<file path="config.mk">
export PLATFORM = sky130hd
export DESIGN_NAME = sxs_core
export DESIGN_NICKNAME = d
export VERILOG_FILES = /design/src/verilog/sxs_pkg.sv /design/src/verilog/sxs_core.sv
export VERILOG_INCLUDE_DIRS = /design/src /design/src/verilog
export SDC_FILE = /design/constraint.sdc
export NUM_CORES = 1
export LEC_CHECK = 0
export BUFFER_PORTS_ARGS = -buffer_cell sky130_fd_sc_hd__buf_4
export CAP_MARGIN = 30
export CORE_MARGIN = 2
export CORE_UTILIZATION = 30
export CTS_BUF_LIST = sky130_fd_sc_hd__clkbuf_4
export DETAILED_ROUTE_END_ITERATION = 7
export HOLD_SLACK_MARGIN = 0.15
export SETUP_SLACK_MARGIN = 0.02
export SYNTH_ARGS = -nofsm -noshare
export SYNTH_HDL_FRONTEND = slang
export SYNTH_SLANG_ARGS = --single-unit
</file>
<file path="constraint.sdc">
create_clock -name sys_clk -period 2.9 [get_ports sys_clk]
set_input_delay 0.58 -clock sys_clk [delete_from_list [all_inputs] [get_ports sys_clk]]
set_output_delay 0.58 -clock sys_clk [all_outputs]
set_load 0.02 [all_outputs]
</file>
<file path="src/verilog/sxs_params.svh">
`ifndef SXS_PARAMS_SVH
`define SXS_PARAMS_SVH

// Word length and transfer type codes.
`define SXS_WORD_BITS      16
`define SXS_CNT_W          5
`define SXS_TT_REG         2'h0
`define SXS_TT_ACC_X       2'h1
`define SXS_TT_ACC_Y       2'h2
`define SXS_TT_BAD         2'h3

// Register operation codes carried in command bits 13:12.
`define SXS_OP_PTR_RD      2'h0
`define SXS_OP_PTR_WR      2'h1
`define SXS_OP_DAT_RD      2'h2
`define SXS_OP_DAT_WR      2'h3

// Device control register address, layout and reset value.
`define SXS_DEVICE_CONTROL_REG_ADDR    8'h0E
`define SXS_DEVICE_CONTROL_REG_RST     8'h00
`define SXS_CE_BIT         0
`define SXS_ST_LO_BIT      1
`define SXS_ST_HI_BIT      2

// Response field positions and fixed patterns.
`define SXS_ACC_P_BIT      12
`define SXS_REG_P_BIT      10
`define SXS_STAT_ERR       3'h7
`define SXS_REG_EXC_TAG    2'h2
`define SXS_PTR_WR_ACK     16'h0800

// Status codes returned in place of acceleration data.
`define SXS_CODE_CLK       11'h001
`define SXS_CODE_PAR       11'h002
`define SXS_CODE_AXIS      11'h004
`define SXS_CODE_FATAL     11'h7FF

`endif

</file>
<file path="src/verilog/sxs_pkg.sv">
package sxs_pkg;

    // Link sequencer states, Gray coded along idle, active, end.
    typedef enum logic [1:0] {
        SXS_LNK_IDLE   = 2'h0,
        SXS_LNK_ACTIVE = 2'h1,
        SXS_LNK_END    = 2'h3
    } sxs_link_state_t;

    // Exception that wins the priority contest, highest first.
    typedef enum logic [3:0] {
        SXS_EXC_CLK    = 4'h0,
        SXS_EXC_PAR    = 4'h1,
        SXS_EXC_IDE    = 4'h2,
        SXS_EXC_OSC    = 4'h3,
        SXS_EXC_INIT   = 4'h4,
        SXS_EXC_RESET  = 4'h5,
        SXS_EXC_TEMP   = 4'h6,
        SXS_EXC_AXIS   = 4'h7,
        SXS_EXC_BEHAV  = 4'h8,
        SXS_EXC_NONE   = 4'h9
    } sxs_exc_t;

endpackage

</file>
<file path="src/verilog/sxs_core.sv">
`include "sxs_params.svh"

// Function
// Only the highest priority exception present is reported in a response.
// After reset the block flags initialisation pending until init finishes.
// After init, the latched reset flag holds until host writes clear-error.
// Transient faults appear in the next transfer and clear themselves.
// Self-test and hold never disturb register operations; reads complete.
// Critical errors replace acceleration data with an invalid value.
// Clear-error clears temperature fault only when temperature is back in range.
// Fuse margin or register parity failure latches until device reset.
// Oscillator fault forces serial output high whenever chip select is active.
// First transfer after reset reports reset; later pre-init ones report init.
// Initialisation pending clears by itself when initialisation completes.
// Clock fault when rising edges differ from 16 or clock high at select.
// Input word parity error is a transient fault reported next transfer.
// Transfer type 11 gives an invalid axis transient fault.
// Priority: clock, parity, data error, oscillator, init, reset, temp, axis, behaviour.
// Hold and self-test share priority and are reported together; acceleration replies flag either one alone, and both at once read as none.
// Transfers are 16 bits and a two bit type code selects the operation.
// Type 00 register, 01 X axis, 10 Y axis, 11 unused.
// Pointer and data writes are dropped if the same transfer faulted.
// Self-test follows control register select bits; hold follows the hold pin.
// Two status bits show behavioural conditions, nothing else changes.
// Mode 0 slave, MSB first, host words carry odd parity.
// Only the device control register accepts writes; others are silently ignored.
// Transient flags latch at select release and clear once reported.
module sxs_core #(
    parameter int ACC_W = 11
) (
    // Clock and reset.
    input  wire logic             sys_clk,
    input  wire logic             nrst,
    // Serial link pins.
    input  wire logic             sclk_pin,
    input  wire logic             cs_n_pin,
    input  wire logic             din_pin,
    output logic                  dout,
    output logic                  dout_oe,
    // Monitors and hold pin.
    input  wire logic             init_done,
    input  wire logic             fuse_margin_fail,
    input  wire logic             reg_parity_fail,
    input  wire logic             osc_fault_det,
    input  wire logic             temp_out_of_range,
    input  wire logic             capture_hold_pin,
    // Data sources.
    input  wire logic [ACC_W-1:0] accel_x,
    input  wire logic [ACC_W-1:0] accel_y,
    input  wire logic [7:0]       reg_rd_data,
    // Register and status outputs.
    output logic [7:0]            reg_ptr,
    output logic [7:0]            device_control_reg,
    output logic                  internal_data_error_flag,
    output logic                  osc_fault_flag,
    output logic                  init_pending_flag,
    output logic                  reset_latched_flag,
    output logic                  overtemp_flag,
    output logic                  self_test_active,
    output logic                  hold_active
);

    // Two flop synchronisers for every pin; stage one is read only by stage two.
    logic [3:0] sync1_reg;
    logic [3:0] sync2_reg;
    always_ff @(posedge sys_clk or negedge nrst) begin
        if (!nrst) begin
            sync1_reg <= 4'h2; // Idle pin levels, so no false edge follows reset.
            sync2_reg <= 4'h2;
        end else begin
            sync1_reg <= {capture_hold_pin, din_pin, cs_n_pin, sclk_pin};
            sync2_reg <= sync1_reg;
        end
    end

    wire sclk_s = sync2_reg[0];
    wire cs_n_s = sync2_reg[1];
    wire din_s  = sync2_reg[2];
    wire hold_s = sync2_reg[3];

    // Edge detection works on the synchronised copies only.
    logic sclk_d_reg;
    logic cs_n_d_reg;
    always_ff @(posedge sys_clk or negedge nrst) begin
        if (!nrst) begin
            sclk_d_reg <= 1'b0;
            cs_n_d_reg <= 1'b1;
        end else begin
            sclk_d_reg <= sclk_s;
            cs_n_d_reg <= cs_n_s;
        end
    end

    wire sclk_rise = sclk_s & ~sclk_d_reg;
    wire sclk_fall = ~sclk_s & sclk_d_reg;
    wire cs_start  = ~cs_n_s & cs_n_d_reg;
    wire cs_stop   = cs_n_s & ~cs_n_d_reg;

    // Link sequencer and shift registers.
    sxs_pkg::sxs_link_state_t state_reg;
    sxs_pkg::sxs_link_state_t state_next;
    logic [15:0]              rx_reg;
    logic [15:0]              tx_reg;
    logic [`SXS_CNT_W-1:0]    cnt_reg;
    logic                     sclk_hi_at_start_reg;
    logic [15:0]              last_cmd_reg;
    logic                     first_done_reg;
    logic                     clk_fault_reg;
    logic                     par_fault_reg;
    logic                     axis_fault_reg;

    always_comb begin
        case (state_reg)
            sxs_pkg::SXS_LNK_IDLE:   state_next = cs_start ? sxs_pkg::SXS_LNK_ACTIVE
                                                           : sxs_pkg::SXS_LNK_IDLE;
            sxs_pkg::SXS_LNK_ACTIVE: state_next = cs_stop ? sxs_pkg::SXS_LNK_END
                                                          : sxs_pkg::SXS_LNK_ACTIVE;
            sxs_pkg::SXS_LNK_END:    state_next = sxs_pkg::SXS_LNK_IDLE;
            default:                 state_next = sxs_pkg::SXS_LNK_IDLE;
        endcase
    end

    // Faults of the transfer just ended, judged in the end state.
    wire cmd_clk_bad  = (cnt_reg != `SXS_CNT_W'(`SXS_WORD_BITS))
                        | sclk_hi_at_start_reg;
    wire cmd_par_bad  = ~(^rx_reg);
    wire cmd_axis_bad = (rx_reg[15:14] == `SXS_TT_BAD);
    wire cmd_fault    = cmd_clk_bad | cmd_par_bad | cmd_axis_bad;
    wire at_end       = (state_reg == sxs_pkg::SXS_LNK_END);
    wire cmd_is_reg   = (rx_reg[15:14] == `SXS_TT_REG);
    wire cmd_commit   = at_end & ~cmd_fault & cmd_is_reg;
    wire ptr_wr       = cmd_commit & (rx_reg[13:12] == `SXS_OP_PTR_WR);
    wire dat_wr       = cmd_commit & (rx_reg[13:12] == `SXS_OP_DAT_WR);
    wire ctl_wr       = dat_wr & (reg_ptr == `SXS_DEVICE_CONTROL_REG_ADDR);
    wire ce_wr        = ctl_wr & rx_reg[`SXS_CE_BIT];

    // Sequencer state, bit counter and receive shift.
    always_ff @(posedge sys_clk or negedge nrst) begin
        if (!nrst) begin
            state_reg            <= sxs_pkg::SXS_LNK_IDLE;
            cnt_reg              <= '0;
            rx_reg               <= 16'h0000;
            sclk_hi_at_start_reg <= 1'b0;
        end else begin
            state_reg <= state_next;
            if (cs_start) begin
                cnt_reg              <= '0;
                sclk_hi_at_start_reg <= sclk_s;
            end else if (state_reg == sxs_pkg::SXS_LNK_ACTIVE && sclk_rise) begin
                rx_reg <= {rx_reg[14:0], din_s};
                if (cnt_reg != '1) begin
                    cnt_reg <= cnt_reg + 1'b1;
                end
            end
        end
    end

    // Behavioural conditions.
    assign self_test_active = device_control_reg[`SXS_ST_HI_BIT]
                              | device_control_reg[`SXS_ST_LO_BIT];
    assign hold_active      = hold_s;
    wire beh_one  = self_test_active ^ hold_active;
    wire beh_any  = self_test_active | hold_active;

    // Priority contest over everything pending at the start of a transfer.
    wire show_reset = reset_latched_flag | ~first_done_reg;
    wire show_init  = init_pending_flag & first_done_reg;
    sxs_pkg::sxs_exc_t exc_sel;
    assign exc_sel = clk_fault_reg            ? sxs_pkg::SXS_EXC_CLK   :
                     par_fault_reg            ? sxs_pkg::SXS_EXC_PAR   :
                     internal_data_error_flag ? sxs_pkg::SXS_EXC_IDE   :
                     osc_fault_flag           ? sxs_pkg::SXS_EXC_OSC   :
                     show_init                ? sxs_pkg::SXS_EXC_INIT  :
                     show_reset               ? sxs_pkg::SXS_EXC_RESET :
                     overtemp_flag            ? sxs_pkg::SXS_EXC_TEMP  :
                     axis_fault_reg           ? sxs_pkg::SXS_EXC_AXIS  :
                     beh_any                  ? sxs_pkg::SXS_EXC_BEHAV :
                                                sxs_pkg::SXS_EXC_NONE;

    // Anything above the behavioural class counts as an error response.
    wire exc_err = (exc_sel < sxs_pkg::SXS_EXC_BEHAV);
    wire [10:0] exc_code = (exc_sel == sxs_pkg::SXS_EXC_CLK)  ? `SXS_CODE_CLK  :
                           (exc_sel == sxs_pkg::SXS_EXC_PAR)  ? `SXS_CODE_PAR  :
                           (exc_sel == sxs_pkg::SXS_EXC_AXIS) ? `SXS_CODE_AXIS :
                                                                `SXS_CODE_FATAL;

    // Acceleration answer for the previous command.
    wire [1:0]  last_tt  = last_cmd_reg[15:14];
    wire        last_acc = (last_tt == `SXS_TT_ACC_X) | (last_tt == `SXS_TT_ACC_Y);
    wire [10:0] acc_val  = (last_tt == `SXS_TT_ACC_Y) ? 11'(accel_y) : 11'(accel_x);
    wire [15:0] acc_ok   = {beh_one, last_tt, 1'b0, acc_val, 1'b0};
    wire [15:0] acc_bad  = {`SXS_STAT_ERR, 1'b0, exc_code, 1'b0};
    wire [15:0] acc_raw  = exc_err ? acc_bad : acc_ok;
    wire [15:0] acc_word = acc_raw | ({15'h0000, ~(^acc_raw)} << `SXS_ACC_P_BIT);

    // Register answer; an error only overwrites status fields, data still flows.
    wire [7:0]  rd_val  = (reg_ptr == `SXS_DEVICE_CONTROL_REG_ADDR) ? device_control_reg : reg_rd_data;
    logic [15:0] reg_base;
    always_comb begin
        case (last_cmd_reg[13:12])
            `SXS_OP_PTR_RD: reg_base = {8'h00, reg_ptr};
            `SXS_OP_PTR_WR: reg_base = `SXS_PTR_WR_ACK;
            `SXS_OP_DAT_RD: reg_base = {8'h10, rd_val};
            `SXS_OP_DAT_WR: reg_base = {8'h18, reg_ptr};
            default:        reg_base = 16'h0000;
        endcase
    end
    wire [1:0]  reg_tag  = exc_err ? `SXS_REG_EXC_TAG : {hold_active, self_test_active};
    wire [2:0]  reg_st   = exc_err ? `SXS_STAT_ERR : 3'h0;
    wire [15:0] reg_raw  = {reg_st, reg_base[12:10], reg_tag, reg_base[7:0]};
    wire        reg_nop  = (last_cmd_reg[13:12] == `SXS_OP_PTR_WR);
    wire [15:0] reg_word = reg_nop ? {reg_raw[15:11], 1'b0, reg_raw[9:0]}
                         : reg_raw | ({15'h0000, ~(^reg_raw)} << `SXS_REG_P_BIT);

    wire [15:0] resp_word = last_acc ? acc_word : reg_word;
    wire        bad_axis_last = (last_tt == `SXS_TT_BAD);

    // Transmit shift: load on select, advance on the falling clock edge.
    always_ff @(posedge sys_clk or negedge nrst) begin
        if (!nrst) begin
            tx_reg <= 16'h0000;
        end else if (cs_start) begin
            tx_reg <= bad_axis_last ? acc_word : resp_word;
        end else if (state_reg == sxs_pkg::SXS_LNK_ACTIVE && sclk_fall) begin
            tx_reg <= {tx_reg[14:0], 1'b0};
        end
    end

    // Output pin: oscillator fault forces a high level for the whole select.
    always_ff @(posedge sys_clk or negedge nrst) begin
        if (!nrst) begin
            dout    <= 1'b0;
            dout_oe <= 1'b0;
        end else begin
            dout_oe <= ~cs_n_s;
            dout    <= osc_fault_flag ? 1'b1 : tx_reg[15];
        end
    end

    // Transient flags: caught at select release, dropped once loaded out.
    always_ff @(posedge sys_clk or negedge nrst) begin
        if (!nrst) begin
            clk_fault_reg  <= 1'b0;
            par_fault_reg  <= 1'b0;
            axis_fault_reg <= 1'b0;
        end else if (at_end) begin
            clk_fault_reg  <= cmd_clk_bad;
            par_fault_reg  <= cmd_par_bad;
            axis_fault_reg <= cmd_axis_bad;
        end else if (cs_start) begin
            clk_fault_reg  <= 1'b0;
            par_fault_reg  <= 1'b0;
            axis_fault_reg <= 1'b0;
        end
    end

    // Command history, pointer and control register updates.
    always_ff @(posedge sys_clk or negedge nrst) begin
        if (!nrst) begin
            last_cmd_reg       <= 16'h0000;
            first_done_reg     <= 1'b0;
            reg_ptr            <= 8'h00;
            device_control_reg <= `SXS_DEVICE_CONTROL_REG_RST;
        end else begin
            if (at_end) begin
                last_cmd_reg   <= rx_reg;
                first_done_reg <= 1'b1;
            end
            if (ptr_wr) begin
                reg_ptr <= rx_reg[7:0];
            end
            if (ctl_wr) begin
                device_control_reg <= rx_reg[7:0];
            end
        end
    end

    // Reset and critical flags; a new fault wins over a clear in the same cycle.
    always_ff @(posedge sys_clk or negedge nrst) begin
        if (!nrst) begin
            init_pending_flag        <= 1'b1;
            reset_latched_flag       <= 1'b1;
            internal_data_error_flag <= 1'b0;
            osc_fault_flag           <= 1'b0;
            overtemp_flag            <= 1'b0;
        end else begin
            if (init_done) begin
                init_pending_flag <= 1'b0;
            end
            if (ce_wr && !init_pending_flag) begin
                reset_latched_flag <= 1'b0;
            end
            if (fuse_margin_fail || reg_parity_fail) begin
                internal_data_error_flag <= 1'b1;
            end
            if (osc_fault_det) begin
                osc_fault_flag <= 1'b1;
            end
            if (temp_out_of_range) begin
                overtemp_flag <= 1'b1;
            end else if (ce_wr) begin
                overtemp_flag <= 1'b0;
            end
        end
    end

endmodule

</file>
==> key figures <==
Run status
  – Status: completed

Logic synthesis
  – Mapped Cells: 387
  – Top-count cell post-synth: dfrtp_1
  – Syn Area/Cell: approximately 11 sq um
  – Seq/Total Area, Yosys: between 40% and 50%
  – Ys flop type: dfrtp_1
  – Number of flops mapped to enable cells by yosys: 0
  – Flops & latches, synth: between 80 and 90
  – Mapped Nets: 438
  – Cell Area, Synth: between 4000 and 5000 sq um
  – Yosys warns: 0
  – Synth area leaders: dfrtp_1 (43%), mux2_2 (8.2%), mux2i_1 (7.3%)
  – Synth top cells by count: dfrtp_1 (76), mux2_2 (32), mux2i_1 (32), nand2_1 (26), o21ai_0 (21)
  – Area share of the largest cell type after synthesis: 43.4%
  – Post-synth ARST share: 100%
  – Post-synth top area cell: dfrtp_1
  – Post-synthesis cell type count: 51

Flow run
  – Total of max-cap violations: 0

Cells and area
  – Share of cells above drive strength 1: 31.0%
  – Post-layout util: 36.9%
  – Final instance area: 5320 sq um
  – Final nets: 512
  – Area Overhead vs Synth: 21.4%
  – Inserted Diodes: 0

Critical path
  – Endpoint type of the worst setup path: flop
  – Worst R2R Setup Slack: 0.15 ns
  – Crit Path Max Fanout: 9
  – Worst path arrival time: around 3.1 ns
  – Data required time of the worst path: 3.23 ns
  – Critical Path Source Type: flop
  – Critical path type: reg2reg

Timing
  – Setup-failing EPs final: 0
  – Setup TNS: 0 ns
  – Rel. slew slack: 41.4%
  – Hold_ws: 0.240 ns
  – Final hold violation count: 0
  – Clock Skews: 0.0152 ns
  – Worst Tran Pin Value: ~0.9 ns
  – Tmin final: about 2.8 ns
  – Maximum clock rate: 363 MHz
  – RSZ-0062 raised after global routing: false
  – Final Cycle Share: 94.9%
  – Final Slew Violations: 0

Floorplan
  – Die width: roughly 120 microns
  – Initial Util: between 30% and 40%
  – Full die area: 15600 sq um
  – Die H: between 100 and 150 microns
  – Core Rows: 44
  – IO Count: 66
  – Core area: approximately 14000 sq um

Power
  – Leak pwr: 2.33 nW
  – VDD IR-drop max: approximately 0.41 mV
  – Pwr/cell area: roughly 510 nW/um^2

Detailed routing
  – Routed len/inst: 15.9 microns
  – Via-per-instance ratio: 4.97
  – Via Count: 3223
  – Post-DRT Antenna Nets: 0
  – Final wirelength: 10300 microns
  – Initial DRC Count: 198
  – DRT Pass-1 Iters: 4
  – # DRC: 0

Clock network
  – Max Buffers Root-to-Sink: 2
  – CTS sink count: 81
  – Total CTS buffers: 9
  – Clock transition at the registers of the reported paths: 0.14 ns
  – Worst skew pair latency: around 0.44 ns
  – H-tree lvl count: 3
  – CTS tree: yes
  – Clock Root Buffer: clkbuf_4

GRT
  – Initial antenna violation count: 0
  – Vias in the first global route: 3250
  – Pin count of the biggest net entering global routing: 68
  – First-pass GRT wire length: 17000 microns
  – GR Overflow Total: 0
  – Aggregate global-route resource usage: a little over an eighth

Place
  – HPWL Detailed: between 7000 and 8000 microns
  – Placer congestion estimate: approximately 0.85
  – Dpl cell area: 5170 sq um
  – Port-buffer cells: 65

Worst hold path
  – Hold crit path type: in2reg
==> path summary, 6_finish.rpt <==
path / cells after the start / from / end
max in group asynchronous: 3 / nrst / init_pending_flag$_DFFE_PN1P_
max reg2reg: 7 / rx_reg[12]$_DFFE_PN0P_ / device_control_reg[2]$_DFFE_PN0P_
min: 1 / capture_hold_pin / sync1_reg[3]$_DFF_PN0_
min in group asynchronous: 2 / nrst / rx_reg[3]$_DFFE_PN0P_
min reg2reg: 0 / sync1_reg[0]$_DFF_PN0_ / sync2_reg[0]$_DFF_PN0_
max: 7 / rx_reg[12]$_DFFE_PN0P_ / device_control_reg[2]$_DFFE_PN0P_
==> report_power, final <==
part | internal (mW) | leakage, nW | switching [mW]
registers | 1.24 | 1.03 | 0.151
clock network | 0.263 | 0.0765 | 0.410
logic | 0.389 | 1.23 | 0.277
==> timing repair <==
action | in CTS | in global routing
resized for setup | 0 | 1
setup buffers | 0 | 0
hold endpoints to repair | 14 | 0
setup endpoints to repair | 0 | 8
hold buffers | 1 | 0
==> area by class of cell <==
type	count	area [sq um]
fillers	1454	9100
multi-input cells	275	2230
flip-flops and latches	81	2030
repair buffers	82	651
well taps	184	230
clock buffers	9	67.6
clock inverters	6	66.3
inverters	12	45.0
==> cell families after synthesis <==
| logic type | Yosys count | share of synthesized area [%] |
|---|---|---|
| and+or+nand+nor | 94 | 11.8 |
| DFF | 81 | 46.4 |
| AOI/OAI and AO/OA | 73 | 11.5 |
| muxes | 64 | 15.5 |
| xor gates and xnor gates | 34 | 8.99 |
| buffers and inverters | 31 | 2.91 |
| adders and majority gates | 10 | 2.86 |
==> through the flow <==
step | total power [mW] | std cells | worst slack, ns
CTS | 2.75 | 649 | 0.0915
global placement | 2.03 | 632 | 0.246
global route | 2.89 | 649 | 0.0273
detailed placement | 2.07 | 633 | 0.123
floorplan | 1.83 | 387 | 0.385
finish | 2.72 | 649 | 0.148
==> critical path: stages, from the launching register on <==
cell,delay (ns)
dfrtp_1,0.45
ha_1,0.32
xnor2_1,0.17
xnor3_1,0.24
xnor3_1,0.42
nor4_1,0.31
and3_2,0.37
mux2_2,0.36
==> routing by layer <==
| layer | track usage (%) | wire [microns] | share of wire, % |
|---|---|---|---|
| met1 | 18.1 | 4670 | 45 |
| met2 | 21.9 | 4950 | 48 |
| met3 | 4.17 | 621 | 6.0 |
| met4 | 2.61 | 63 | 0.61 |
| met5 | 0 | 0 | 0 |
==> cells in the final DEF, fill, tap and decap left out, drive strengths merged, types with 3 or more instances in the layout <==
cell	netlist	routed
a211oi	6	6
a21oi	11	11
a32o	3	3
buf	5	81
clkbuf	14	9
clkinv	0	3
dfrtp	76	76
dfstp	5	5
ha	10	10
inv	12	14
mux2	32	32
mux2i	32	32
nand2	26	26
nand2b	8	8
nand3	6	6
nand4	5	5
nor2	19	19
nor2b	6	6
nor3	4	4
nor4b	4	4
o211ai	12	12
o21ai	21	21
or2	3	3
xnor2	20	20
xnor3	7	7
xor2	7	7
(Power assumes the default switching activity.)
